--- src/verilog/clps_regs.svh ---
`ifndef CLPS_REGS_SVH
`define CLPS_REGS_SVH
`define CLPS_ADDR_SAFETY    8'h06
`define CLPS_ADDR_BGCHG     8'h07
`define CLPS_ADDR_STATUS    8'h10
`define CLPS_RST_SAFETY     8'h40
`define CLPS_RST_BGCHG      8'h01
`define CLPS_CLK_HZ         250000000
`define CLPS_LOAD_SHORT_MS  4
`define CLPS_LOAD_MID_MS    131
`define CLPS_LOAD_LONG_MS   135
`define CLPS_THERM_CAP_CODE 4'h0
`endif

--- src/verilog/clps_pkg.sv ---
package clps_pkg;
  typedef struct packed {
    logic [3:0] charge_current_cap;
    logic [3:0] regulation_voltage_cap;
  } clps_safety_t;
  typedef struct packed {
    logic [1:0] absent_detect_policy;
    logic [1:0] supply_load_select;
    logic       background_charge_enable;
    logic [2:0] background_term_current;
  } clps_bgchg_t;
  typedef struct packed {
    logic termination_comparator;
    logic battery_below_supply_flag;
    logic linear_precharge_flag;
    logic over_temp_flag;
    logic charge_loop_active_n;
    logic input_loop_active_n;
    logic supply_valid_flag;
    logic const_voltage_flag;
  } clps_status_t;
  typedef enum logic [1:0] {
    CLPS_IDLE = 2'b00,
    CLPS_LOAD = 2'b01
  } clps_load_st_t;
endpackage

--- src/verilog/clps_sync.sv ---
`timescale 1ns/10ps
`default_nettype none
module clps_sync #(
  parameter int W = 8
) (
  input  wire logic         CLK_SYS_I,  // System clock
  input  wire logic         ARST_N_I,   // Async reset
  input  wire logic [W-1:0] d_i,        // Async input
  output var  logic [W-1:0] q_o         // Synchronised
);
  logic [W-1:0] s1_q;
  always_ff @(posedge CLK_SYS_I or negedge ARST_N_I) begin
    if (!ARST_N_I) begin
      s1_q <= '0;
      q_o  <= '0;
    end else begin
      s1_q <= d_i;
      q_o  <= s1_q;
    end
  end
endmodule // clps_sync
`default_nettype wire

--- src/verilog/clps_top.sv ---
`timescale 1ns/10ps
`default_nettype none
`include "clps_regs.svh"
module clps_top
  import clps_pkg::*;
#(
  parameter int CLK_HZ = `CLPS_CLK_HZ,
  parameter int MS_CYC = CLK_HZ / 1000,
  parameter int PERIOD_MS = 1000
) (
  input  wire logic       CLK_SYS_I,      // 250 MHz clock
  input  wire logic       ARST_N_I,       // Async reset, low
  input  wire logic [7:0] ADDR_I,         // Register address
  input  wire logic       WR_I,           // Write strobe
  input  wire logic [7:0] WDATA_I,        // Write data
  input  wire logic       RD_I,           // Read strobe
  output var  logic [7:0] RDATA_O,        // Read data, registered
  input  wire logic [7:0] STATUS_RAW_I,   // Analog status, async
  input  wire logic       CHARGE_DONE_I,  // Charge done state
  input  wire logic       THERM_OOR_I,    // Thermistor out of range
  input  wire logic [3:0] CUR_SET_I,      // Programmed current
  input  wire logic [3:0] VOLT_SET_I,     // Programmed voltage
  output var  logic [3:0] CUR_USE_O,      // Clamped current
  output var  logic [3:0] VOLT_USE_O,     // Clamped voltage
  output var  logic       ABSENT_DET_EN_O,// Do absent detection
  output var  logic       SUPPLY_LOAD_O,  // Load supply now
  output var  logic       BG_EN_O,        // Background charge on
  output var  logic [2:0] BG_TERM_O       // Background term current
);
  localparam int LOAD0 = `CLPS_LOAD_SHORT_MS;
  localparam int LOAD1 = `CLPS_LOAD_MID_MS;
  localparam int LOAD2 = `CLPS_LOAD_LONG_MS;

  typedef struct packed {
    clps_safety_t  safety;
    clps_bgchg_t   bg;
    logic [7:0]    rdata;
    clps_load_st_t st;
    logic [31:0]   cyc;
    logic [15:0]   ms;
    logic [3:0]    cur;
    logic [3:0]    volt;
    logic          det;
    logic          load;
  } clps_state_t;

  clps_state_t  s_q, s_d;
  clps_status_t stat;
  logic [7:0]   sync_raw;
  logic         ms_tick;
  logic [15:0]  load_ms;

  clps_sync #(.W(8)) u_sync (
    .CLK_SYS_I (CLK_SYS_I),
    .ARST_N_I  (ARST_N_I),
    .d_i       (STATUS_RAW_I),
    .q_o       (sync_raw)
  );

  assign stat    = clps_status_t'(sync_raw);
  assign ms_tick = (s_q.cyc == 32'(MS_CYC - 1));

  always_comb begin
    case (s_q.bg.supply_load_select)
      2'b01:   load_ms = 16'(LOAD0);
      2'b10:   load_ms = 16'(LOAD1);
      2'b11:   load_ms = 16'(LOAD2);
      default: load_ms = 16'h0000;
    endcase
  end

  always_comb begin
    s_d = s_q;
    // =====================================
    // Register writes and reads
    if (WR_I && ADDR_I == `CLPS_ADDR_SAFETY) begin
      s_d.safety = clps_safety_t'(WDATA_I);
    end
    if (WR_I && ADDR_I == `CLPS_ADDR_BGCHG) begin
      s_d.bg = clps_bgchg_t'(WDATA_I);
    end
    // Status address ignores writes
    if (RD_I) begin
      case (ADDR_I)
        `CLPS_ADDR_SAFETY: s_d.rdata = s_q.safety;
        `CLPS_ADDR_BGCHG:  s_d.rdata = s_q.bg;
        `CLPS_ADDR_STATUS: s_d.rdata = stat;
        default:           s_d.rdata = 8'h00;
      endcase
    end
    // =====================================
    // Clamps
    s_d.cur = (CUR_SET_I > s_q.safety.charge_current_cap) ?
              s_q.safety.charge_current_cap : CUR_SET_I;
    if (stat.over_temp_flag) begin
      s_d.cur = `CLPS_THERM_CAP_CODE;
    end
    s_d.volt = (VOLT_SET_I > s_q.safety.regulation_voltage_cap) ?
               s_q.safety.regulation_voltage_cap : VOLT_SET_I;
    // =====================================
    // Absent detection policy
    case (s_q.bg.absent_detect_policy)
      2'b11:   s_d.det = !(THERM_OOR_I && CHARGE_DONE_I);
      default: s_d.det = 1'b1;
    endcase
    // =====================================
    // Periodic supply loading
    s_d.cyc = ms_tick ? 32'h0 : s_q.cyc + 32'h1;
    if (ms_tick) begin
      s_d.ms = (s_q.ms == 16'(PERIOD_MS - 1)) ? 16'h0 : s_q.ms + 16'h1;
    end
    case (s_q.st)
      CLPS_IDLE: begin
        s_d.load = 1'b0;
        if (CHARGE_DONE_I && load_ms != 16'h0 && ms_tick && s_q.ms == 16'h0) begin
          s_d.st   = CLPS_LOAD;
          s_d.load = 1'b1;
        end
      end
      CLPS_LOAD: begin
        if (!CHARGE_DONE_I || load_ms == 16'h0 || (ms_tick && s_q.ms >= load_ms)) begin
          s_d.st   = CLPS_IDLE;
          s_d.load = 1'b0;
        end
      end
      default: begin
        s_d.st   = CLPS_IDLE;
        s_d.load = 1'b0;
      end
    endcase
  end

  always_ff @(posedge CLK_SYS_I or negedge ARST_N_I) begin
    if (!ARST_N_I) begin
      s_q        <= '0;
      s_q.safety <= clps_safety_t'(`CLPS_RST_SAFETY);
      s_q.bg     <= clps_bgchg_t'(`CLPS_RST_BGCHG);
      s_q.det    <= 1'b1;
      s_q.st     <= CLPS_IDLE;
    end else begin
      s_q <= s_d;
    end
  end

  assign RDATA_O         = s_q.rdata;
  assign CUR_USE_O       = s_q.cur;
  assign VOLT_USE_O      = s_q.volt;
  assign ABSENT_DET_EN_O = s_q.det;
  assign SUPPLY_LOAD_O   = s_q.load;
  assign BG_EN_O         = s_q.bg.background_charge_enable;
  assign BG_TERM_O       = s_q.bg.background_term_current;
endmodule // clps_top
`default_nettype wire

--- config.mk ---
export PLATFORM = sky130hd
export DESIGN_NAME = clps_top
export DESIGN_NICKNAME = d
export VERILOG_FILES = /design/src/verilog/clps_pkg.sv /design/src/verilog/clps_sync.sv /design/src/verilog/clps_top.sv
export VERILOG_INCLUDE_DIRS = /design/src /design/src/verilog
export SDC_FILE = /design/constraint.sdc
export NUM_CORES = 1
export LEC_CHECK = 0
export ABC_AREA = 1
export BUFFER_PORTS_ARGS = -buffer_cell sky130_fd_sc_hd__buf_2
export CAP_MARGIN = 10
export CORE_ASPECT_RATIO = 1.5
export CORE_UTILIZATION = 55
export DETAILED_ROUTE_END_ITERATION = 10
export PLACE_DENSITY = 0.79
export REMOVE_ABC_BUFFERS = 1
export SLEW_MARGIN = 20
export SYNTH_ARGS = -nofsm -noshare
export SYNTH_HDL_FRONTEND = slang
export SYNTH_SLANG_ARGS = --single-unit
--- constraint.sdc ---
create_clock -name CLK_SYS_I -period 2.95 [get_ports CLK_SYS_I]
set_input_delay 0.4425 -clock CLK_SYS_I [delete_from_list [all_inputs] [get_ports CLK_SYS_I]]
set_output_delay 0.4425 -clock CLK_SYS_I [all_outputs]
set_load 0.005 [all_outputs]
Word level (Yosys, flattened, before mapping) --
Cells that the tools add are included.
Word-level totals: bits in registers 100, input bits 38, output and inout port bits 22, logic and storage cells 63
Operators by class: add/sub/neg operators 2, magnitude comparators 3, eq/ne operators 12, muxes and demuxes 14, reduce and logical (&&, ||, !) cells 16
Operator list (number):
- 8-bit case mux with 3 select lines | 2
- 32-bit by 1-bit adder with 32-bit output, second input constant | 1
- 32-bit by 18-bit == test with 1-bit output, second input constant | 1
- 16-bit logical NOT | 2
- 32-bit two-way mux | 1
- 16-bit by 1-bit adder with 16-bit output, second input constant | 1
- 16-bit by 10-bit == test with 1-bit output, second input constant | 1
- 8-bit by 3-bit == test with 1-bit output, second input constant | 2
- 16-bit >= comparator | 1
- 16-bit two-way mux | 1
- 16-bit nonzero test | 1
- 4-bit two-way mux | 3
- 8-bit by 5-bit == test with 1-bit output, second input constant | 1
- 4-bit > comparator | 2
- 1-bit logical AND | 7
- 2-bit == test, second input constant | 3
- 2-bit by 1-bit == test with 1-bit output, second input constant | 2
- 2-bit two-way mux | 2
- 2-bit != test, second input constant | 2
- 2-bit case mux with 2 select lines | 1
- 1-bit two-way mux | 3
- 1-bit logical NOT | 2
- 2-bit logical NOT | 1
- 1-bit logical OR | 2
- other kinds (2) | 2

Longest topological paths before layout --
Gate-level depths: netlist of run 1.
word-level depth 8, gate-level depth with buffers 13, mapped depth without buffers 13

Hierarchy --
A second synthesis of run 1 with hierarchy kept.
Unflattened totals: cells, all modules 677, area total of the unflattened synthesis 5416.4 µm²
Modules (own cells, without submodules):
- clps_top | times used 1, cells each 661, area an instance 5016.1 µm², seq. area each 2080.7 µm²
- clps_sync | times used 1, cells each 16, area an instance 400.4 µm², seq. area each 400.4 µm²

Least setup slack after synthesis of run 1 --
Ideal clock, no wire load.
path type register to register, start register s_q[82] (netlist name), end register s_q (netlist bit CUR_USE_O[0]), setup time 124 ps, data arrival time 1509 ps, data required time 2826 ps, slack 1317 ps, cell stages (with the launch flop) 8, buffers on the path 0, period minus slack after synthesis 1633 ps, path through dfstp_2 inv_1 ha_1 nand2_1 o21ai_0 nand2_1 o21bai_1 a21oi_1
RTL lines:
- from (decl) | line clps_top.sv:47 | clps_state_t s_q, s_d;

Final worst setup path of run 1 --
start register s_q[26] (netlist name), end register s_q[18] (netlist name)
Between the ends: longest elaborated chain between the ends 1
Ends and longest elaborated chain:
- 32-bit by 18-bit == test with 1-bit output | line clps_top.sv:61 | assign ms_tick = (s_q.cyc == 32'(MS_CYC - 1));
No other way between the ends. A chain may end at the register's enable or synchronous reset.

==> results of run 1 <==
==> layout make-up <==
type	instances	area [sq um]
timing repair buffer	63	340
tap	112	140
inverter	87	327
sequential	99	2480
fill	791	3420
clock inverter	6	97.6
clock buffer	10	229
multi-input combinational	456	2270
==> worst min-delay path by stage <==
stage / slack (ps) / cells after the start / end
CTS: 150 / 1 / VOLT_USE_O[0]
floorplan: 150 / 0 / BG_EN_O
global route: 180 / 1 / VOLT_USE_O[0]
finish: 130 / 1 / VOLT_USE_O[0]
global placement: 330 / 0 / u_sync.q_o[4]
detailed placement: 340 / 0 / u_sync.q_o[4]
==> worst reg2reg max path: stages, from the launching register on <==
cell     delay, ps
dfrtp_1        380
ha_1           190
nand2_1         90
inv_1          100
nand2_1        110
inv_1           70
nand3_1         80
nor2_2         380
buf_4          260
inv_2           90
nand2_1         60
o21ai_0         80
==> stage by stage <==
step | instance area, sq um | setup WS (ps) | instances
5_1_grt | 5880 | 699 | 833
3_5_place_dp | 5560 | 800 | 817
2_1_floorplan | 5080 | 958 | 642
4_1_cts | 5880 | 947 | 833
3_3_place_gp | 5560 | 943 | 817
6_report | 5880 | 961 | 833
==> registers in the layout, indices dropped and copies added, names as in the netlist <==
signal and count:
VOLT_USE_O 4, u_sync.s1_q 8, u_sync.q_o 8, BG_EN_O 1, CUR_USE_O 4, s_q 61, SUPPLY_LOAD_O 1, ABSENT_DET_EN_O 1
BG_TERM_O 3, RDATA_O 8
==> logic make-up after synthesis <==
logic type,count (synthesis),synth area share
simple gates,358,0.293
buf+inv,117,0.102
flops,99,0.469
compound gates,55,0.0539
xor+xnor,28,0.0463
fa+ha+maj,15,0.0355
==> placed cells by master (no fill, tap or decap) <==
master      synthesis  layout
nor3_1             27      27
inv_1              86      86
nand2_1           174     174
dfstp_2             3       3
nor2_1             78      78
nand3_1            51      51
nand4_1            11      11
nor2_2              5       5
nand2_2             3       3
o21ai_2             2       2
xnor2_1             1       1
and3b_2             1       1
and2_0              1       1
inv_2               1       1
nand3b_1            2       2
nor3b_1             1       1
o21ai_0            34      34
clkinvlp_4          0       2
o21bai_1            1       1
or2_2               1       1
ha_1               15      15
nand3b_4            1       1
xor2_1             27      27
buf_4              21       4
nor4_2              1       1
a21oi_1            16      16
bufinv_16           0       2
dfrtp_1            96      96
nor3b_4             1       1
buf_2               4      58
buf_12              1       1
clkbuf_16           0       9
o21ai_1             2       2
inv_8               0       2
clkbuf_1            3       1
==> power by group <==
group          switching [mW]  internal [mW]
Sequential             0.0209           1.40
Combinational          0.0942         0.0600
Clock                   0.529          0.755
==> routing by layer <==
metal / part of all wire / wire length (um)
met5: 0 / 0
met4: 0.037 / 432
met3: 0.044 / 524
met2: 0.54 / 6310
met1: 0.38 / 4520
==> results.md, run 1 <==
- Largest net degree at the start of global routing: 54
- Antenna diode count: 0
- Post-layout util: 0.632
- FMAX: between 0.5 and 0.6 GHz
- Setup TNS: 0 ps
- H-tree depth: 3
- Crit path to: s_q[18]
- Status: finished, final reports clean
- First-pass GRT wire length: between 15000 and 20000 um
- Async set-or-reset flop fraction in the synthesized netlist: 1.00
- Core Area: between 9000 and 10000 sq um
- Via count: roughly 4400
- Total power: 2.86 mW
- Cts repair resizes: 0
- DRT iter0 DRCs: about 230
- Crit-path most repeated cell: nand2_1
- Met1 usage: 0.274
- Worst-Margin Slew: approximately 800 ps
- Min Hold Slack: approximately 130 ps
- Layout cells sized above 1: 0.135
- All-Layer GR Usage: 0.254
- Crit start category: flop
- CP Max Fanout: 12
- Post-CTS setup buffer count: 0
- RSZ-0062 raised after global routing: false
- Netlist cell types: 32
- NumNets Final: roughly 770
- DR vias/cell: between 5 and 6
- Antenna-violating nets left: 0
- Worst EP arrival: approximately 2200 ps
- Global routing's busiest layer: met2
- Top Ports: 60
- Power Density: about 490 nW/um^2
- Final HPWL DP: 8950 um
- TritonCTS Buffers: 9
- CP endpoint kind: flop
- GR met3 Demand/Resource: 0.0397
- Flop2flop setup slack: 960 ps
- Syn avg cell area: 7.87 sq um
- Drt wl/cell: 14.2 um
- Met2 GRT Util: 0.459
- Initial antenna violation count: 0
- CP delay by family, top: simple AND/OR/NAND/NOR gates
- Worst EP required: approximately 3200 ps
- Synth warn: 0
- Final hold vios: 0
- Die ar.: around 10000 sq um
- Clk Latency, worst-skew pair: approximately 350 ps
- Pre-antenna DRT Iters: 5
- Period utilization: 0.674
- Setup CP Type: reg2reg
- CTS tree: yes
- CTS hold repair buffers: 0
- Final wirelength: between 10000 and 15000 um
- Main synth FF type: dfrtp_1
- Clock slew at reported path FFs: 70 ps
- Most common cell in the synthesized netlist: nand2_1
- Sequential area share after synthesis: 0.469
- Core Rows: 43
- Lkg Pwr: ~3.0 nW
- Post-Syn Instances: between 600 and 700
- Area growth syn-to-layout: 11.2%
- Max-cap violations: 0
- Synth area leader: dfrtp_1
- Synth Cell Area: 5290 sq um
- Reg2reg end: s_q[18]
- Commonest cells post-synth: 174 x nand2_1, 96 x dfrtp_1, 86 x inv_1
- Relative slew slack: 0.470
- Worst min-delay path category: in2async
- Routability cong.: ~0.92
- Longest Clk Path Bufs: 2
- Die Span X: 82.1 um
- Reg-to-Reg Start: s_q[26]
- Clock sinks: between 90 and 100
- Maximum vdd drop: 0.426 mV
- Post-synth EDFFs: 0
- Grt total ovfl: 0
- Initial Util: 0.568
- Die height: 122 um
- Tmin final: ~2000 ps
- Worst-path cell with the longest stage delay: dfrtp_1
- Reg2Reg Depth: 11
- Setup violators final: 0
- Area contributors post-synth: dfrtp_1 45%, nand2_1 12%, inv_1 6.1%
- Skew final: about 8.0 ps
- Crit-path cells: ha_1 -> nand2_1 -> inv_1 -> nand2_1 -> inv_1 -> nand3_1 -> nor2_2 -> buf_4 -> inv_2 -> nand2_1 -> o21ai_0
- Flops & latches, synth: between 90 and 100
- Root Driver: clkbuf_16
- Post-route DRC violation count: 0
- Vias in the first global route: around 4300
- Buf/Inv on CP: 4
- Critical path origin: s_q[26]
- Final Max Slew Viols: 0
- Crit-path max cell delay: around 380 ps
- Area fraction of the dominant cell type after synthesis: 0.454
- Port Buffer Count: slightly below 60
- Stages on worst setup path: 11
No activity file was read; power rests on OpenSTA's default activity.
==> inputs of run 2 (changes only) <==
- CORE_UTILIZATION: 55 -> 53
- clock period: 2.95 -> 1.8 ns (I/O delays scaled with it)
==> run 2 against run 1 <==
  * Wire length is 6.0% higher
  * Maximum frequency grew 16%
  * Non-clock buffer count grew 13
  * Largest cell class unchanged
  * Cell area up 2.3%
  * Worst setup slack worse by 870 ps
  * Sequential share of layout area shrank 0.95 points
  * Count of clock-buffer cells in the layout shrank 1
  * Clock power grew 55%
  * Critical path type unchanged
  * Die area grew 3.7%
  * Sequential power up 63%
  * Largest power group unchanged
==> results.md, run 2 (same netlist as run 1, synthesis figures left out) <==
- Longest Clk Path Bufs: 2 (unchanged)
- CP endpoint kind: flop (unchanged)
- Maximum vdd drop: 0.573 mV (was 0.426 mV)
- Final HPWL DP: 9290 um (was 8950 um)
- Reg2Reg Depth: 8 (was 11)
- Final Cell Area: 6020 sq um (was 5880 sq um)
- Non-filler cells, final: 849 (was 833)
- Placed Area: 5650 sq um (was 5560 sq um)
- Worst EP required: 2020 ps (was 3170 ps)
- Total power: 4.56 mW (was 2.86 mW)
- Psw: 1.07 mW (was 0.645 mW)
- NumNets Final: 782 (was 769)
- Switching share of total power: 0.235 (was 0.226)
- Die Span X: 83.6 um (was 82.1 um)
- CTS tree: yes (unchanged)
- Final wirelength: 12500 um (was 11800 um)
- Min Hold Slack: 21.3 ps (was 131 ps)
- Tmin final: 1710 ps (was 1990 ps)
- Initial antenna violation count: 0 (unchanged)
- Final hold vios: 0 (unchanged)
- Clk Latency, worst-skew pair: 350 ps (about the same)
- Crit path to: s_q[12] (was s_q[18])
- Setup violators final: 0 (unchanged)
- Lkg Pwr: 3.03 nW (was 2.97 nW)
- Antenna-violating nets left: 0 (unchanged)
- Clock power frac: 0.433 (was 0.450)
- Reg power frac: 0.509 (was 0.496)
- Initial Util: 0.546 (was 0.568)
- Top Ports: 60 (unchanged)
- Status: finished, final reports clean (unchanged)
- Root Driver: clkbuf_16 (unchanged)
- Skew final: 11.6 ps (was 8.05 ps)
- Core Area: 9690 sq um (was 9310 sq um)
- First-pass GRT wire length: 21000 um (was 18900 um)
- Reg2reg end: s_q[12] (was s_q[18])
- Final Max Slew Viols: 0 (unchanged)
- Crit start category: flop (unchanged)
- Placed cell count: 830 (was 817)
- H-tree depth: 3 (unchanged)
- Grt total ovfl: 0 (unchanged)
- CP Max Fanout: 11 (was 12)
- Area growth syn-to-layout: 13.8% (was 11.2%)
- DRT iter0 DRCs: 245 (was 226)
- Antenna diode count: 0 (unchanged)
- Layout cells sized above 1: 0.157 (was 0.135)
- Max-cap violations: 0 (unchanged)
- Clock slew at reported path FFs: 70 ps (about the same)
- FMAX: 0.584 GHz (was 0.503 GHz)
- TritonCTS Buffers: 9 (unchanged)
- Worst-Margin Slew: 529 ps (was 794 ps)
- Power Density: 758 nW/um^2 (was 485 nW/um^2)
- Post-route DRC violation count: 0 (unchanged)
- DR vias/cell: 5.35 (was 5.34)
- All-Layer GR Usage: 0.254 (about the same)
- Die height: 124 um (was 122 um)
- Pre-antenna DRT Iters: 5 (unchanged)
- Register bank with the most flops: s_q (unchanged)
- Worst min-delay path category: in2reg (was in2async)
- Largest net degree at the start of global routing: 39 (was 54)
- Drt wl/cell: 14.7 um (was 14.2 um)
- Internal power: 3.49 mW (was 2.21 mW)
- Most frequent cells in the layout: 173 x nand2_1, 96 x dfrtp_1, 85 x inv_1 (was 174 x nand2_1, 96 x dfrtp_1, 86 x inv_1)
- Core Rows: 44 (was 43)
- Setup CP Type: reg2reg (unchanged)
- Flop2flop setup slack: 90 ps (was 960 ps)
- Max reg flops: 61 (unchanged)
- Reg-to-Reg Start: s_q[32] (was s_q[26])
- Commonest non-fill, non-tap cell in the layout: nand2_1 (unchanged)
- Routability cong.: 0.953 (was 0.918)
- Relative slew slack: 0.647 (was 0.470)
- Clock sinks: 99 (unchanged)
- Layout fillers: 844 (was 791)
- Comb power frac: 0.058 (was 0.054)
- Via count: 4544 (was 4446)
- Worst EP arrival: 1930 ps (was 2210 ps)
- Vias in the first global route: 4675 (was 4311)
- Die ar.: 10400 sq um (was 10000 sq um)
- Port Buffer Count: 59 (unchanged)
- Critical path origin: s_q[32] (was s_q[26])
- Period utilization: 0.951 (was 0.674)
==> run 2: changes by cell type in the layout (fill, tap and decap cells not counted), moves of 2 or more <==
cell,delta
buf_4,+10
inv_6,+2
o21ai_0,-2
o21ai_1,+2
==> run 2: worst min-delay path by stage <==
stage	endpoint	cells past startpoint	slack (ps)	start
floorplan	BG_EN_O	0	-30	ARST_N_I
global placement	VOLT_USE_O[1]	1	280	ARST_N_I
detailed placement	VOLT_USE_O[0]	1	280	ARST_N_I
CTS	u_sync.s1_q[4]	1	20	STATUS_RAW_I[4]
global route	u_sync.s1_q[4]	1	20	STATUS_RAW_I[4]
finish	u_sync.s1_q[4]	1	20	STATUS_RAW_I[4]
==> run 2: area by class of cell <==
| cell class | instances | area, sq um | area share |
|---|---|---|---|
| clock inverters | 7 | 82.6 | 0.0137 |
| flip-flops and latches | 99 | 2480 | 0.412 |
| repair buffers | 76 | 470 | 0.0782 |
| multi-input cells | 456 | 2290 | 0.380 |
| inverters | 87 | 327 | 0.0543 |
| well taps | 115 | 144 | 0.0239 |
| clock buffers | 9 | 225 | 0.0374 |
==> run 2: routing by layer <==
layer	global-route usage	routed length, um
met1	0.267	4580
met2	0.477	6830
met3	0.0278	454
met4	0.149	628
met5	0	0
==> run 2: worst max-delay path, cell delays in order (launching register included) <==
cell       delay (ps)
dfrtp_1           440
inv_1              80
nand2_1            70
nor3_1            240
nand3_1           190
nor2_4            190
buf_4             150
clkbuf_16         140
o21ai_0            90
==> run 2: what timing repair did <==
item	in CTS	in global routing
resized for setup	0	8
setup endpoints to repair	0	12
setup buffers	0	1
hold buffers	1	0
hold endpoints to repair	32	0
==> run 2: power by group through the flow <==
stage,logic (mW),registers (mW),clock network (mW)
after floorplan,0.0943,2.36,0
after global placement,0.251,2.36,0
after detailed placement,0.263,2.36,0
after CTS,0.268,2.32,2.01
after global routing,0.301,2.33,2.11
final,0.264,2.32,1.98
==> run 2: through the flow <==
step,worst slack (ps),setup TNS (ps),utilization
6_report,87.9,0,0.621
3_3_place_gp,202,0,0.583
3_5_place_dp,129,0,0.583
2_1_floorplan,-93.7,-584,-
4_1_cts,67.8,0,0.616
5_1_grt,-45.1,-266,0.621
==> inputs of run 3 (changes only) <==
- CORE_MARGIN: default -> 4
==> run 3 against run 2 <==
  * Worst setup slack improved by 33 ps
  * Combinational power is essentially flat
  * Core utilization fell by 0.43 points
  * Highest routed layer unchanged
  * Non-clock buffer count rose by 2
==> results.md, run 3 (same netlist as run 1, synthesis figures left out) <==
- Final Max Slew Viols: 0 (unchanged)
- Crit-path max cell delay: 380 ps (was 440 ps)
- Longest Clk Path Bufs: 2 (unchanged)
- Max reg flops: 61 (unchanged)
- Grt total ovfl: 0 (unchanged)
- Switching share of total power: 0.230 (was 0.235)
- DP Worst Slack: 125 ps (was 129 ps)
- CP endpoint kind: flop (unchanged)
- Crit-path cells: inv_1 -> nor2_1 -> nand2_1 -> nor2_1 -> nand3_1 -> nor2_4 -> buf_4 -> clkbuf_16 -> o21ai_0 (was inv_1 -> nand2_1 -> nor3_1 -> nand3_1 -> nor2_4 -> buf_4 -> clkbuf_16 -> o21ai_0)
- Post-route DRC violation count: 0 (unchanged)
- Top Ports: 60 (unchanged)
- DR vias/cell: 5.33 (was 5.35)
- Crit-path most repeated cell: nor2_1
- Commonest non-fill, non-tap cell in the layout: nand2_1 (unchanged)
- Most frequent cells in the layout: 173 x nand2_1, 96 x dfrtp_1, 85 x inv_1 (unchanged)
- Status: finished, final reports clean (unchanged)
- TritonCTS Buffers: 9 (unchanged)
- All-Layer GR Usage: 0.224 (was 0.254)
- Layout cells sized above 1: 0.156 (was 0.157)
- Clock sinks: 99 (unchanged)
- Internal power: 3.38 mW (was 3.49 mW)
- Non-filler cells, final: 851 (was 849)
- RSZ-0062 raised after global routing: true
- Tmin final: 1680 ps (was 1710 ps)
- Max-cap violations: 0 (unchanged)
- Worst-path cell with the longest stage delay: dfrtp_1 (unchanged)
- Setup TNS: 0 ps (unchanged)
- Vias in the first global route: 4509 (was 4675)
- Die height: 130 um (was 124 um)
- Min Hold Slack: 28.0 ps (was 21.3 ps)
- Die Span X: 89.6 um (was 83.6 um)
- Final wirelength: 12100 um (was 12500 um)
- DRT iter0 DRCs: 235 (was 245)
- Period utilization: 0.933 (was 0.951)
- Clk Latency, worst-skew pair: 340 ps (was 350 ps)
- Clock slew at reported path FFs: 60 ps (was 70 ps)
- Final Cell Area: 6010 sq um (was 6020 sq um)
- Die ar.: 11700 sq um (was 10400 sq um)
- Reg power frac: 0.530 (was 0.509)
- Power Density: 729 nW/um^2 (was 758 nW/um^2)
- Layout fillers: 834 (was 844)
- Initial Util: 0.543 (was 0.546)
- H-tree depth: 3 (unchanged)
- Comb power frac: 0.060 (was 0.058)
- Antenna-violating nets left: 0 (unchanged)
- Post-layout util: 0.617 (was 0.621)
- Area growth syn-to-layout: 13.6% (was 13.8%)
- Crit start category: flop (unchanged)
- Routability cong.: 0.939 (was 0.953)
- Root Driver: clkbuf_16 (unchanged)
- Lkg Pwr: 3.04 nW (was 3.03 nW)
- Placed cell count: 831 (was 830)
- Maximum vdd drop: 0.516 mV (was 0.573 mV)
- Core Rows: 44 (unchanged)
- Antenna diode count: 0 (unchanged)
- Worst min-delay path category: in2reg (unchanged)
- Total power: 4.38 mW (was 4.56 mW)
- Core Area: 9740 sq um (was 9690 sq um)
- Setup CP Type: reg2reg (unchanged)
- Area occupied by registers: 2480 sq um (unchanged)
- Clock power frac: 0.411 (was 0.433)
- Drt wl/cell: 14.2 um (was 14.7 um)
- CTS tree: yes (unchanged)
- Via count: 4538 (was 4544)
- Port Buffer Count: 59 (unchanged)
- Setup violators final: 0 (unchanged)
- Worst EP required: 2010 ps (was 2020 ps)
- Psw: 1.01 mW (was 1.07 mW)
- NumNets Final: 784 (was 782)
- Skew final: 5.05 ps (was 11.6 ps)
- First-pass GRT wire length: 20100 um (was 21000 um)
- Final hold vios: 0 (unchanged)
- Largest net degree at the start of global routing: 37 (was 39)
- Worst-Margin Slew: 516 ps (was 529 ps)
- Relative slew slack: 0.656 (was 0.647)
- Worst EP arrival: 1890 ps (was 1930 ps)
- Register bank with the most flops: s_q (unchanged)
- Multi-input gate area in the final layout: 2280 sq um (was 2290 sq um)
- Final HPWL DP: 9330 um (was 9290 um)
- Placed Area: 5670 sq um (was 5650 sq um)
- Initial antenna violation count: 0 (unchanged)
- Pre-antenna DRT Iters: 5 (unchanged)
- CP Max Fanout: 12 (was 11)
- FMAX: 0.596 GHz (was 0.584 GHz)
- Worst setup margin: 121 ps (was 87.9 ps)
-- run 3: cell type report --
| class | count | area share |
|---|---|---|
| inverters | 87 | 0.0543 |
| well taps | 115 | 0.0239 |
| repair buffers | 78 | 0.0828 |
| flip-flops and latches | 99 | 0.413 |
| multi-input cells | 456 | 0.380 |
| clock inverters | 5 | 0.00624 |
| clock buffers | 11 | 0.0404 |
-- run 3: power by group through the flow --
stage,clock network (mW),registers (mW),logic [mW]
floorplan,0,2.36,0.0943
global placement,0,2.36,0.255
detailed placement,0,2.36,0.264
CTS,1.84,2.32,0.267
global route,1.96,2.33,0.304
finish,1.80,2.32,0.262
-- run 3: repair_timing --
item	CTS	global route
hold buffers	1	0
endpoints found under the setup margin	0	9
gates resized for setup	0	5
buffers inserted	0	2
endpoints found under the hold margin	30	0
-- run 3: layer usage --
layer	up-vias	global-route usage	share of wire
met5	-	0	0
met4	0	0.132	0.051
met3	39	0.0376	0.047
met2	155	0.398	0.52
met1	2129	0.244	0.38
li1	2215	-	-
-- run 3: worst paths after layout --
| path | from | cells past startpoint | to | slack [ps] |
|---|---|---|---|---|
| setup / recovery | s_q[38] | 9 | s_q[24] | 120 |
| hold / removal | STATUS_RAW_I[3] | 1 | u_sync.s1_q[3] | 30 |
| setup reg to reg | s_q[38] | 9 | s_q[24] | 120 |
| hold reg to reg | u_sync.s1_q[5] | 0 | u_sync.q_o[5] | 350 |
| max in group asynchronous | ARST_N_I | 3 | s_q[22] | 780 |
| min in group asynchronous | ARST_N_I | 2 | VOLT_USE_O[0] | 450 |
-- run 3: worst max-delay path: cells and delay by family, from the launching register on --
kind / cells / cell delay [ps]
flip-flops: 1 / 380
buffers and inverters: 3 / 370
AO/OA/AOI/OAI: 1 / 80
AND/OR/NAND/NOR: 5 / 710
